## src/design/acs_pkg.sv

```systemverilog
// Register map, field layout and timing constants of the conversion sequencer.
`default_nettype none
package acs_pkg;
  // ****************************************************************
  // Bus geometry and register map
  // ****************************************************************
  localparam int ACS_AW = 8;
  localparam int ACS_DW = 32;
  localparam int ACS_RAW_W = 11;
  localparam logic [ACS_AW-1:0] ACS_SC1_ADDR = 8'h00;
  localparam logic [ACS_AW-1:0] ACS_SC2_ADDR = 8'h04;
  localparam logic [ACS_AW-1:0] ACS_CFG_ADDR = 8'h08;
  localparam logic [ACS_AW-1:0] ACS_CVH_ADDR = 8'h0c;
  localparam logic [ACS_AW-1:0] ACS_CVL_ADDR = 8'h10;
  localparam logic [ACS_AW-1:0] ACS_RH_ADDR = 8'h14;
  localparam logic [ACS_AW-1:0] ACS_RL_ADDR = 8'h18;
  localparam logic [1:0] ACS_RESP_OKAY = 2'h0;
  localparam logic [1:0] ACS_RESP_SLVERR = 2'h2;
  // ****************************************************************
  // Field positions and encodings
  // ****************************************************************
  localparam int ACS_SC1_COMPLETE_IRQ_ENABLE = 6;
  localparam int ACS_SC1_CONTINUOUS_ENABLE = 5;
  localparam int ACS_SC2_TRG = 6;
  localparam int ACS_SC2_COMPARE_ENABLE = 5;
  localparam int ACS_SC2_COMPARE_GREATER_SELECT = 4;
  localparam int ACS_CFG_LPC = 7;
  localparam int ACS_CFG_DIV = 5;
  localparam int ACS_CFG_LSMP = 4;
  localparam int ACS_CFG_MODE = 2;
  localparam int ACS_CFG_ICLK = 0;
  localparam logic [4:0] ACS_CH_OFF = 5'h1f;
  localparam logic [1:0] ACS_MODE_10 = 2'h2;
  localparam logic [1:0] ACS_ICLK_BUS = 2'h0;
  localparam logic [1:0] ACS_ICLK_HALF = 2'h1;
  localparam logic [1:0] ACS_ICLK_ALT = 2'h2;
  localparam logic [1:0] ACS_ICLK_ASYNC = 2'h3;
  localparam logic [1:0] ACS_ASYNC_DIV = 2'h3;
  localparam logic [7:0] ACS_CFG_RESET = 8'h00;
  localparam logic [9:0] ACS_MAX8 = 10'h0ff;
  // ****************************************************************
  // Timing, in conversion-clock cycles unless named otherwise; the startup count is in bus-clock cycles
  // ****************************************************************
  localparam int ACS_CLK_NS = 8;
  localparam int ACS_ASYNC_START_NS = 5000;
  localparam int ACS_ASYNC_START_CYC = (ACS_ASYNC_START_NS + ACS_CLK_NS - 1) / ACS_CLK_NS;
  localparam logic [9:0] ACS_START_CNT = 10'(ACS_ASYNC_START_CYC);
  localparam logic [9:0] ACS_FIRST_SETUP = 10'h003;
  localparam logic [9:0] ACS_SAMPLE_SHORT = 10'h003;
  localparam logic [9:0] ACS_SAMPLE_LONG = 10'h017;
  localparam logic [9:0] ACS_SAR_8 = 10'h00e;
  localparam logic [9:0] ACS_SAR_10 = 10'h011;
  typedef enum logic [2:0] {ACS_IDLE, ACS_STARTUP, ACS_SETUP, ACS_SAMPLE, ACS_SAR, ACS_XFER}
    acs_state_t;
endpackage : acs_pkg
`default_nettype wire

```

## src/design/acs_sequencer.sv

```systemverilog
// Conversion sequencer for a successive-approximation converter, with its register bus.
`timescale 1ns/10ps
`default_nettype none
// How it works
// [RL1] A control-one write starts a software conversion; hardware mode starts on trigger.
// [RL2] Continuous mode relaunches after every result transfer until aborted.
// [RL3] Result transfer sets the completion flag; interrupt follows when enabled.
// [RL4] In 10-bit mode a read high byte blocks transfers until low is read.
// [RL5] A blocked transfer restarts, except single compare conversions whose test failed.
// [RL6] Software should not read results during a single conversion.
// [RL7] A control-one write aborts, then restarts in software mode unless channel is all ones.
// [RL8] Writes to control-two, config or compare registers abort the conversion.
// [RL9] Reset, or stop without the asynchronous clock, aborts the conversion.
// [RL10] Aborts keep the last results; reset clears them.
// [RL11] Idle until started; asynchronous clock enabled only while active and selected.
// [RL12] Sample short or long, then approximate, then transfer.
// [RL13] First short conversion: 20 or 23 conversion clocks plus 5 bus clocks.
// [RL14] First long conversion: 40 or 43 conversion clocks plus 5 bus clocks.
// [RL15] Asynchronous clock adds 5 us startup to a first conversion.
// [RL16] Later continuous conversions take 17, 20, 37 or 40 conversion clocks.
// [RL17] With compare on, result plus negated compare value is stored.
// [RL18] Greater select: condition is result at or above value, else below.
// [RL19] Failed compare leaves the flag clear and results untouched.
// [RL20] Wait or async stop3 finish work; only hardware or continuous starts; wake on done.
// [RL21] Stop3 without asynchronous clock idles; a fresh trigger is needed after.
// [RL22] Stop1 or stop2 returns every register to reset.
// [RL23] Disabled in reset and while channel select is all ones.
// [RL24] Trigger rising edges start; edges while busy are ignored.
// [RL25] Round to 10 bits across both bytes, or 8 bits in the low byte.
// [RL26] The trigger pin is synchronised before the state machine uses it.
module acs_sequencer (
  // Clock and reset
  input wire logic mclk,
  input wire logic srst,
  // AXI4-Lite write address and data
  input wire logic [acs_pkg::ACS_AW-1:0] awaddr,
  input wire logic awvalid,
  output logic awready,
  input wire logic [acs_pkg::ACS_DW-1:0] wdata,
  input wire logic [3:0] wstrb,
  input wire logic wvalid,
  output logic wready,
  // AXI4-Lite write response
  output logic [1:0] bresp,
  output logic bvalid,
  input wire logic bready,
  // AXI4-Lite read
  input wire logic [acs_pkg::ACS_AW-1:0] araddr,
  input wire logic arvalid,
  output logic arready,
  output logic [acs_pkg::ACS_DW-1:0] rdata,
  output logic [1:0] rresp,
  output logic rvalid,
  input wire logic rready,
  // Chip-level trigger, clock and power modes
  input wire logic hw_trigger_input,
  input wire logic alternate_clock,
  input wire logic wait_mode,
  input wire logic stop3_mode,
  input wire logic stop12_mode,
  // Analog core
  input wire logic [acs_pkg::ACS_RAW_W-1:0] sar_result,
  output logic sample_en,
  output logic sar_en,
  output logic async_clk_en,
  output logic low_power_config,
  // Status
  output logic conversion_active,
  output logic conversion_irq,
  output logic wake_request
);
  import acs_pkg::*;

  // ****************************************************************
  // Declarations
  // ****************************************************************
  logic conversion_complete_flag, complete_irq_enable, continuous_enable, trg, compare_enable, compare_greater_select, read_lock;
  logic [4:0] chan;
  logic [7:0] cfg, cv_lo, res_lo, rd_byte;
  logic [1:0] cv_hi, res_hi, iclk, src_cnt;
  logic [2:0] trig_sync, alt_sync, div_cnt, div_mask;
  logic [9:0] phase, sample_len, sar_len, res_val, cv, diff;
  logic [10:0] sum10;
  logic [8:0] sum8;
  acs_state_t state;
  logic clr, wr_go, wr_en, wr_map, wr_sc1, wr_sc2, wr_cfg, wr_cvh, wr_cvl;
  logic rd_go, rd_map, rd_rh, rd_rl, trig_edge, alt_edge, src_tick, conversion_clock_tick;
  logic mode10, async_sel, low_pw, ch_off, stop_abort, sw_start, hw_start, abort;
  logic step, last, cmp_ge, cmp_ok, blocked, xfer_now, transfer, restart;

  // Stop1 and stop2 wipe registers, state and results as reset does, but not the bus or clock flops.
  assign clr = srst | stop12_mode; // [RL22]

  // ****************************************************************
  // Register bus slave
  // ****************************************************************
  // Address and data are taken together; this costs a cycle but needs no skid storage.
  assign wr_go = awvalid & wvalid & ~bvalid;
  assign awready = wr_go;
  assign wready = wr_go;
  assign wr_en = wr_go & wstrb[0];

  always_comb
  begin
    wr_sc1 = 1'b0;
    wr_sc2 = 1'b0;
    wr_cfg = 1'b0;
    wr_cvh = 1'b0;
    wr_cvl = 1'b0;
    wr_map = 1'b1;
    if (awaddr == ACS_SC1_ADDR)
      wr_sc1 = wr_en;
    else if (awaddr == ACS_SC2_ADDR)
      wr_sc2 = wr_en;
    else if (awaddr == ACS_CFG_ADDR)
      wr_cfg = wr_en;
    else if (awaddr == ACS_CVH_ADDR)
      wr_cvh = wr_en;
    else if (awaddr == ACS_CVL_ADDR)
      wr_cvl = wr_en;
    else if (awaddr != ACS_RH_ADDR && awaddr != ACS_RL_ADDR)
      wr_map = 1'b0;
  end

  always_ff @(posedge mclk)
  begin
    if (srst)
    begin
      bvalid <= 1'b0;
      bresp <= ACS_RESP_OKAY;
    end
    else if (wr_go)
    begin
      bvalid <= 1'b1;
      bresp <= wr_map ? ACS_RESP_OKAY : ACS_RESP_SLVERR;
    end
    else if (bready)
      bvalid <= 1'b0;
  end

  assign arready = ~rvalid;
  assign rd_go = arvalid & ~rvalid;
  assign rd_rh = rd_go & (araddr == ACS_RH_ADDR);
  assign rd_rl = rd_go & (araddr == ACS_RL_ADDR);

  always_comb
  begin
    rd_byte = '0;
    rd_map = 1'b1;
    if (araddr == ACS_SC1_ADDR)
      rd_byte = {conversion_complete_flag, complete_irq_enable, continuous_enable, chan};
    else if (araddr == ACS_SC2_ADDR)
      rd_byte = {conversion_active, trg, compare_enable, compare_greater_select, 4'h0};
    else if (araddr == ACS_CFG_ADDR)
      rd_byte = cfg;
    else if (araddr == ACS_CVH_ADDR)
      rd_byte = {6'h00, cv_hi};
    else if (araddr == ACS_CVL_ADDR)
      rd_byte = cv_lo;
    else if (araddr == ACS_RH_ADDR)
      rd_byte = {6'h00, res_hi};
    else if (araddr == ACS_RL_ADDR)
      rd_byte = res_lo;
    else
      rd_map = 1'b0;
  end

  always_ff @(posedge mclk)
  begin
    if (srst)
    begin
      rvalid <= 1'b0;
      rdata <= '0;
      rresp <= ACS_RESP_OKAY;
    end
    else if (rd_go)
    begin
      rvalid <= 1'b1;
      rdata <= ACS_DW'(rd_byte);
      rresp <= rd_map ? ACS_RESP_OKAY : ACS_RESP_SLVERR;
    end
    else if (rready)
      rvalid <= 1'b0;
  end

  // ****************************************************************
  // Software registers
  // ****************************************************************
  always_ff @(posedge mclk)
  begin
    if (clr)
    begin
      complete_irq_enable <= 1'b0;
      continuous_enable <= 1'b0;
      chan <= ACS_CH_OFF;
      trg <= 1'b0;
      compare_enable <= 1'b0;
      compare_greater_select <= 1'b0;
      cfg <= ACS_CFG_RESET;
      cv_hi <= '0;
      cv_lo <= '0;
    end
    else
    begin
      if (wr_sc1)
      begin
        complete_irq_enable <= wdata[ACS_SC1_COMPLETE_IRQ_ENABLE];
        continuous_enable <= wdata[ACS_SC1_CONTINUOUS_ENABLE];
        chan <= wdata[4:0];
      end
      if (wr_sc2)
      begin
        trg <= wdata[ACS_SC2_TRG];
        compare_enable <= wdata[ACS_SC2_COMPARE_ENABLE];
        compare_greater_select <= wdata[ACS_SC2_COMPARE_GREATER_SELECT];
      end
      if (wr_cfg)
        cfg <= wdata[7:0];
      if (wr_cvh)
        cv_hi <= wdata[1:0];
      if (wr_cvl)
        cv_lo <= wdata[7:0];
    end
  end

  // The flag set by a transfer wins over a software clear in the same cycle, but not over clr.
  always_ff @(posedge mclk)
  begin
    if (clr)
      conversion_complete_flag <= 1'b0;
    else if (transfer)
      conversion_complete_flag <= 1'b1; // [RL3]
    else if (wr_sc1 | rd_rl)
      conversion_complete_flag <= 1'b0;
  end

  always_ff @(posedge mclk)
  begin
    if (clr)
      read_lock <= 1'b0;
    else if (rd_rl)
      read_lock <= 1'b0;
    else if (rd_rh)
      read_lock <= 1'b1; // [RL4]
  end

  assign iclk = cfg[ACS_CFG_ICLK +: 2];
  assign mode10 = cfg[ACS_CFG_MODE +: 2] == ACS_MODE_10;
  assign async_sel = iclk == ACS_ICLK_ASYNC;
  assign low_power_config = cfg[ACS_CFG_LPC];

  // ****************************************************************
  // Trigger synchroniser and conversion clock
  // ****************************************************************
  always_ff @(posedge mclk)
  begin
    if (srst)
    begin
      trig_sync <= '0;
      alt_sync <= '0;
    end
    else
    begin
      trig_sync <= {trig_sync[1:0], hw_trigger_input}; // [RL26]
      alt_sync <= {alt_sync[1:0], alternate_clock};
    end
  end

  assign trig_edge = trig_sync[1] & ~trig_sync[2];
  assign alt_edge = alt_sync[1] & ~alt_sync[2];

  always_ff @(posedge mclk)
  begin
    if (srst)
      src_cnt <= '0;
    else
      src_cnt <= src_cnt + 2'h1;
  end

  always_comb
  begin
    case (iclk)
      ACS_ICLK_BUS: src_tick = 1'b1;
      ACS_ICLK_HALF: src_tick = src_cnt[0];
      ACS_ICLK_ALT: src_tick = alt_edge;
      default: src_tick = src_cnt == ACS_ASYNC_DIV;
    endcase
  end

  assign div_mask = 3'((4'h1 << cfg[ACS_CFG_DIV +: 2]) - 4'h1);
  assign conversion_clock_tick = src_tick & ((div_cnt & div_mask) == div_mask);

  always_ff @(posedge mclk)
  begin
    if (srst)
      div_cnt <= '0;
    else if (src_tick)
      div_cnt <= div_cnt + 3'h1;
  end

  // ****************************************************************
  // Start, abort and completion decisions
  // ****************************************************************
  assign low_pw = wait_mode | stop3_mode;
  assign ch_off = chan == ACS_CH_OFF;
  assign stop_abort = stop3_mode & ~async_sel; // [RL9] [RL21]
  assign sw_start = wr_sc1 & (wdata[4:0] != ACS_CH_OFF) & ~trg & ~low_pw; // [RL1] [RL7] [RL20]
  // A trigger edge that meets a register write is dropped, since the write changes the mode.
  assign hw_start = trig_edge & trg & ~ch_off & (state == ACS_IDLE) & ~abort; // [RL24] [RL23]
  assign abort = wr_sc1 | wr_sc2 | wr_cfg | wr_cvh | wr_cvl | stop_abort; // [RL7] [RL8]

  always_comb
  begin
    sum10 = {1'b0, sar_result[10:1]} + 11'(sar_result[0]);
    sum8 = {1'b0, sar_result[10:3]} + 9'(sar_result[2]);
    if (mode10)
      res_val = sum10[10] ? '1 : sum10[9:0]; // [RL25]
    else
      res_val = sum8[8] ? ACS_MAX8 : {2'h0, sum8[7:0]};
    cv = mode10 ? {cv_hi, cv_lo} : {2'h0, cv_lo};
    diff = res_val + ~cv + 10'h001; // [RL17]
    cmp_ge = res_val >= cv;
    cmp_ok = ~compare_enable | (compare_greater_select ? cmp_ge : ~cmp_ge); // [RL18]
  end

  assign blocked = mode10 & read_lock; // [RL4]
  assign xfer_now = (state == ACS_XFER) & ~abort;
  assign transfer = xfer_now & cmp_ok & ~blocked; // [RL19]
  assign restart = xfer_now & (continuous_enable | (blocked & cmp_ok)); // [RL2] [RL5]

  // ****************************************************************
  // Conversion state machine
  // ****************************************************************
  assign sample_len = cfg[ACS_CFG_LSMP] ? ACS_SAMPLE_LONG : ACS_SAMPLE_SHORT; // [RL12]
  assign sar_len = mode10 ? ACS_SAR_10 : ACS_SAR_8;
  assign step = (state == ACS_STARTUP) | conversion_clock_tick;
  assign last = step & (phase == 10'h001);

  always_ff @(posedge mclk)
  begin
    if (clr)
    begin
      state <= ACS_IDLE; // [RL9] [RL23]
      phase <= '0;
    end
    else if (sw_start | hw_start)
    begin
      state <= async_sel ? ACS_STARTUP : ACS_SETUP; // [RL15]
      phase <= async_sel ? ACS_START_CNT : ACS_FIRST_SETUP; // [RL13] [RL14]
    end
    else if (abort)
      state <= ACS_IDLE;
    else
    begin
      case (state)
        ACS_STARTUP:
          if (last)
          begin
            state <= ACS_SETUP;
            phase <= ACS_FIRST_SETUP;
          end
          else
            phase <= phase - 10'h001;
        ACS_SETUP, ACS_SAMPLE, ACS_SAR:
          if (last)
          begin
            state <= state == ACS_SETUP ? ACS_SAMPLE : state == ACS_SAMPLE ? ACS_SAR : ACS_XFER;
            phase <= state == ACS_SETUP ? sample_len : sar_len;
          end
          else if (step)
            phase <= phase - 10'h001;
        ACS_XFER:
          if (restart)
          begin
            state <= ACS_SAMPLE; // [RL16]
            phase <= sample_len;
          end
          else
            state <= ACS_IDLE;
        default:
          phase <= '0;
      endcase
    end
  end

  // ****************************************************************
  // Results and outputs
  // ****************************************************************
  always_ff @(posedge mclk)
  begin
    if (clr)
    begin
      res_hi <= '0; // [RL10]
      res_lo <= '0;
    end
    else if (transfer)
    begin
      res_hi <= mode10 ? (compare_enable ? diff[9:8] : res_val[9:8]) : 2'h0;
      res_lo <= compare_enable ? diff[7:0] : res_val[7:0]; // [RL17] [RL25]
    end
  end

  assign conversion_active = state != ACS_IDLE;
  assign async_clk_en = conversion_active & async_sel; // [RL11]
  assign sample_en = state == ACS_SAMPLE;
  assign sar_en = state == ACS_SAR;
  assign conversion_irq = conversion_complete_flag & complete_irq_enable; // [RL3]
  assign wake_request = conversion_irq & low_pw; // [RL20]
endmodule : acs_sequencer
`default_nettype wire

```

## config.mk

```make
export PLATFORM = sky130hd
export DESIGN_NAME = acs_sequencer
export DESIGN_NICKNAME = d
export VERILOG_FILES = /design/src/design/acs_pkg.sv /design/src/design/acs_sequencer.sv
export SDC_FILE = /design/constraint.sdc
export NUM_CORES = 1
export LEC_CHECK = 0
export ABC_AREA = 1
export BUFFER_PORTS_ARGS = -buffer_cell sky130_fd_sc_hd__buf_2
export CORE_UTILIZATION = 35
export CTS_CLUSTER_SIZE = 16
export DETAILED_ROUTE_END_ITERATION = 16
export SYNTH_ARGS = -nofsm -noshare
export SYNTH_HDL_FRONTEND = slang
export SYNTH_SLANG_ARGS = --single-unit
```

## constraint.sdc

```tcl
create_clock -name mclk -period 8.4 [get_ports mclk]
set_input_delay 1.68 -clock mclk [delete_from_list [all_inputs] [get_ports mclk]]
set_output_delay 1.68 -clock mclk [all_outputs]
set_load 0.05 [all_outputs]
```

==> reports/results.ini <==
[power_and_ir_drop]
fin_total_pwr_mw=0.935
peakVddDrop_mv=0.0844
leakagePower_nw=2.85
power_density_mw_per_mm2=157

[drt]
wl_mm=13.8
wl_met1_mm=7.01
top_layer=met4
dr.pass1.iters=5
wl_per_cell_um=13.2
route.met2.wl_mm=6.11
dr_wl_met3_um=565
vias=5100
routed_via_density=4.87
drt_iter0_drc=357
drc=0
ant_nets=0

[cts]
cts_setup_buffers=0
numCtsBuffers=9
cts.sinks=76
insertion_delay_ns=0.34
cts_tree=yes
ctsRootBufferMaster=clkbuf_16
htreeDepth=3
ctsResizeCount=0
ctsHoldBuffers=0
clk_pin_slew_ns=0.06
clockBufferDepth=2

[sta]
maxSlewHeadroom_pct=65.9
setup-tns-final_ns=0
clock.fmax_ghz=0.205
rsz0062_at_grt=no
setup_violations=0
fin_crit_ns=4.87
finClkSkew_ns=0.00969
worst_pin_slew_ns=0.511
period_share_pct=58.0
slew_viol_final=0
hold_violations=0

[synthesis]
yosysWarnings=0
netlist.area_leader.share_pct=29.0
yosysSeqAreaShare_pct=29.0
synth_top_area_cell=dfxtp_1
synth_area_leaders=dfxtp_1 (29%), nand2_1 (10%), inv_1 (8.2%)
syn_inst=798
synth_area_per_cell_um2=6.57
yosysUniqueCellTypes=45
synth-seq-cells=76
synth_area_mm2=0.00525

[worst_setup_path]
worstRegToRegCells=16
crit_type=input port to flop
reg2reg_to=res_hi[0]$_SDFFE_PP0P_
r2r_start=cfg[3]$_SDFFE_PP0P_
critPathCapture=res_hi[0]$_SDFFE_PP0P_
cp_max_fo=13
crit_required_ns=8.66
critPathLaunch=sar_result[0]
critPathArrivalTime_ns=5.13
end_kind=flop
r2r_setup_slack_ns=5.09
worstSetupStartpointType=input port

[cells_and_area]
nNetsFinal=954
n_antenna_cell=0
fillCellCount=1572
area_growth_pct=13.4
drive_gt1_share_pct=16.2
postLayoutCellArea_mm2=0.00595
final_core_util_pct=40.8
layout_commonest_cell=nand2_1
layout_common_cells=nand2_1 (143), inv_1 (115), a21oi_1 (86)

[die]
die_x_um=124
die_height_um=124
start_util_pct=36.0
dieArea_mm2=0.0155
pin_count=123
coreArea_mm2=0.0146
rows=44

[grt]
grt_antenna_before_repair=0
grt_pass1_vias=4606
grt_max_degree=41
grt_first_pass_wirelength_mm=22.8
track_usage_pct=18.2
overflow=0

[place]
port_buffers=69
place_area_mm2=0.00565
routabilityCongestion=0.848
hpwl_mm=10.7

[worst_hold_path]
min-delay-start=trig_sync[0]$_SDFF_PP0_
hp-class=flop to flop

[flow_run]
drv_cap=0

[outcome]
status=complete, no violations

routing by layer:
layer / vias to the layer above / GRT usage (%)
met4: 0 / 4.61
met2: 122 / 28.7
met1: 2273 / 25.2
li1: 2689 / -
met3: 16 / 3.39
met5: - / 0
cells in the mapped netlist:
library cell,count
o2111ai_1,1
nand4_4,1
xnor2_1,4
o31a_1,1
inv_4,1
nand3_1,36
nor4_1,1
fa_1,1
nand2_2,11
nand3b_2,1
o21bai_1,1
buf_4,28
a311oi_1,2
o21ai_0,70
nand3_2,9
o22ai_1,6
or2_2,1
conb_1,1
inv_1,115
dfxtp_1,76
a221oi_1,1
and3_1,1
buf_6,1
nand3b_1,2
inv_2,8
a21oi_1,86
o21ai_1,7
nor3_2,5
xor2_1,12
o221ai_1,1
a31oi_1,2
o31ai_1,1
nand2_4,4
o21ai_4,1
nand2_1,143
clkbuf_1,15
ha_1,18
o211ai_1,10
nor3_1,11
nor2_4,2
nand4_1,13
o21a_1,2
nand4_2,1
nor2_1,74
nor2_2,10
layout make-up:
type	instances	area, µm²	share of cell area, %
flip-flops and latches	76	1520	25.6
repair buffers	70	353	5.93
multi-input cells	579	3070	51.7
clock buffers	12	256	4.31
clock inverters	3	46.3	0.778
inverters	124	468	7.87
well taps	184	230	3.87
registers in the layout, summed over array words and instances (netlist names), 3 cells and up:
register and flops:
alt_sync 3, cfg 8, chan 5, cv_lo 8, div_cnt 3, phase 10, rdata 8, res_lo 8
state 3, trig_sync 3
stage by stage:
stage	worst slack (ns)	hold WS (ns)	cells
final	3.53	0.401	1048
after global routing	3.28	0.428	1048
after CTS	3.56	0.401	1048
after detailed placement	3.20	0.392	1033
after global placement	3.22	0.395	1033
after floorplan	4.06	0.388	823
worst min path at each step:
stage | end | slack [ns] | cells past startpoint
finish | trig_sync[1]$_SDFF_PP0_ | 0.40 | 2
global route | trig_sync[1]$_SDFF_PP0_ | 0.43 | 2
CTS | trig_sync[1]$_SDFF_PP0_ | 0.40 | 2
detailed placement | trig_sync[1]$_SDFF_PP0_ | 0.39 | 2
global placement | trig_sync[1]$_SDFF_PP0_ | 0.40 | 2
floorplan | alt_sync[1]$_SDFF_PP0_ | 0.39 | 2
worst max-delay path, cell delays in order:
cell and delay, ns:
buf_2 0.10, ha_1 0.25, ha_1 0.23, nand2_1 0.07, inv_1 0.04, nand2_1 0.10, nor2_1 0.08, nand2_1 0.09
nand2_2 0.12, o22ai_1 0.33, ha_1 0.25, inv_1 0.09, fa_1 0.44, nand2_1 0.11, nand3_2 0.10, nand2_1 0.09
nand3_1 0.09, nand3_2 0.11, nand3b_2 0.26, inv_2 0.23, nand3_1 0.11, a21oi_1 0.14
logic make-up (layout without fill, tap and decap cells):
kind of cell,after synthesis,after routing,share of synthesized area [%]
simple gates,326,326,29.5
other cells,1,26,0.0715
xor+xnor,16,16,2.67
fa+ha+maj,19,19,4.68
buf+inv,168,209,14.2
compound gates,192,192,19.8
flops,76,76,29.0
where the power goes:
part	internal (mW)	total, mW	leakage, nW	switching [mW]
Sequential	0.368	0.373	0.617	0.00505
Clock	0.245	0.398	0.145	0.153
Combinational	0.0459	0.163	2.09	0.118
Total	0.660	0.935	2.85	0.276
(Power assumes the default switching activity.)
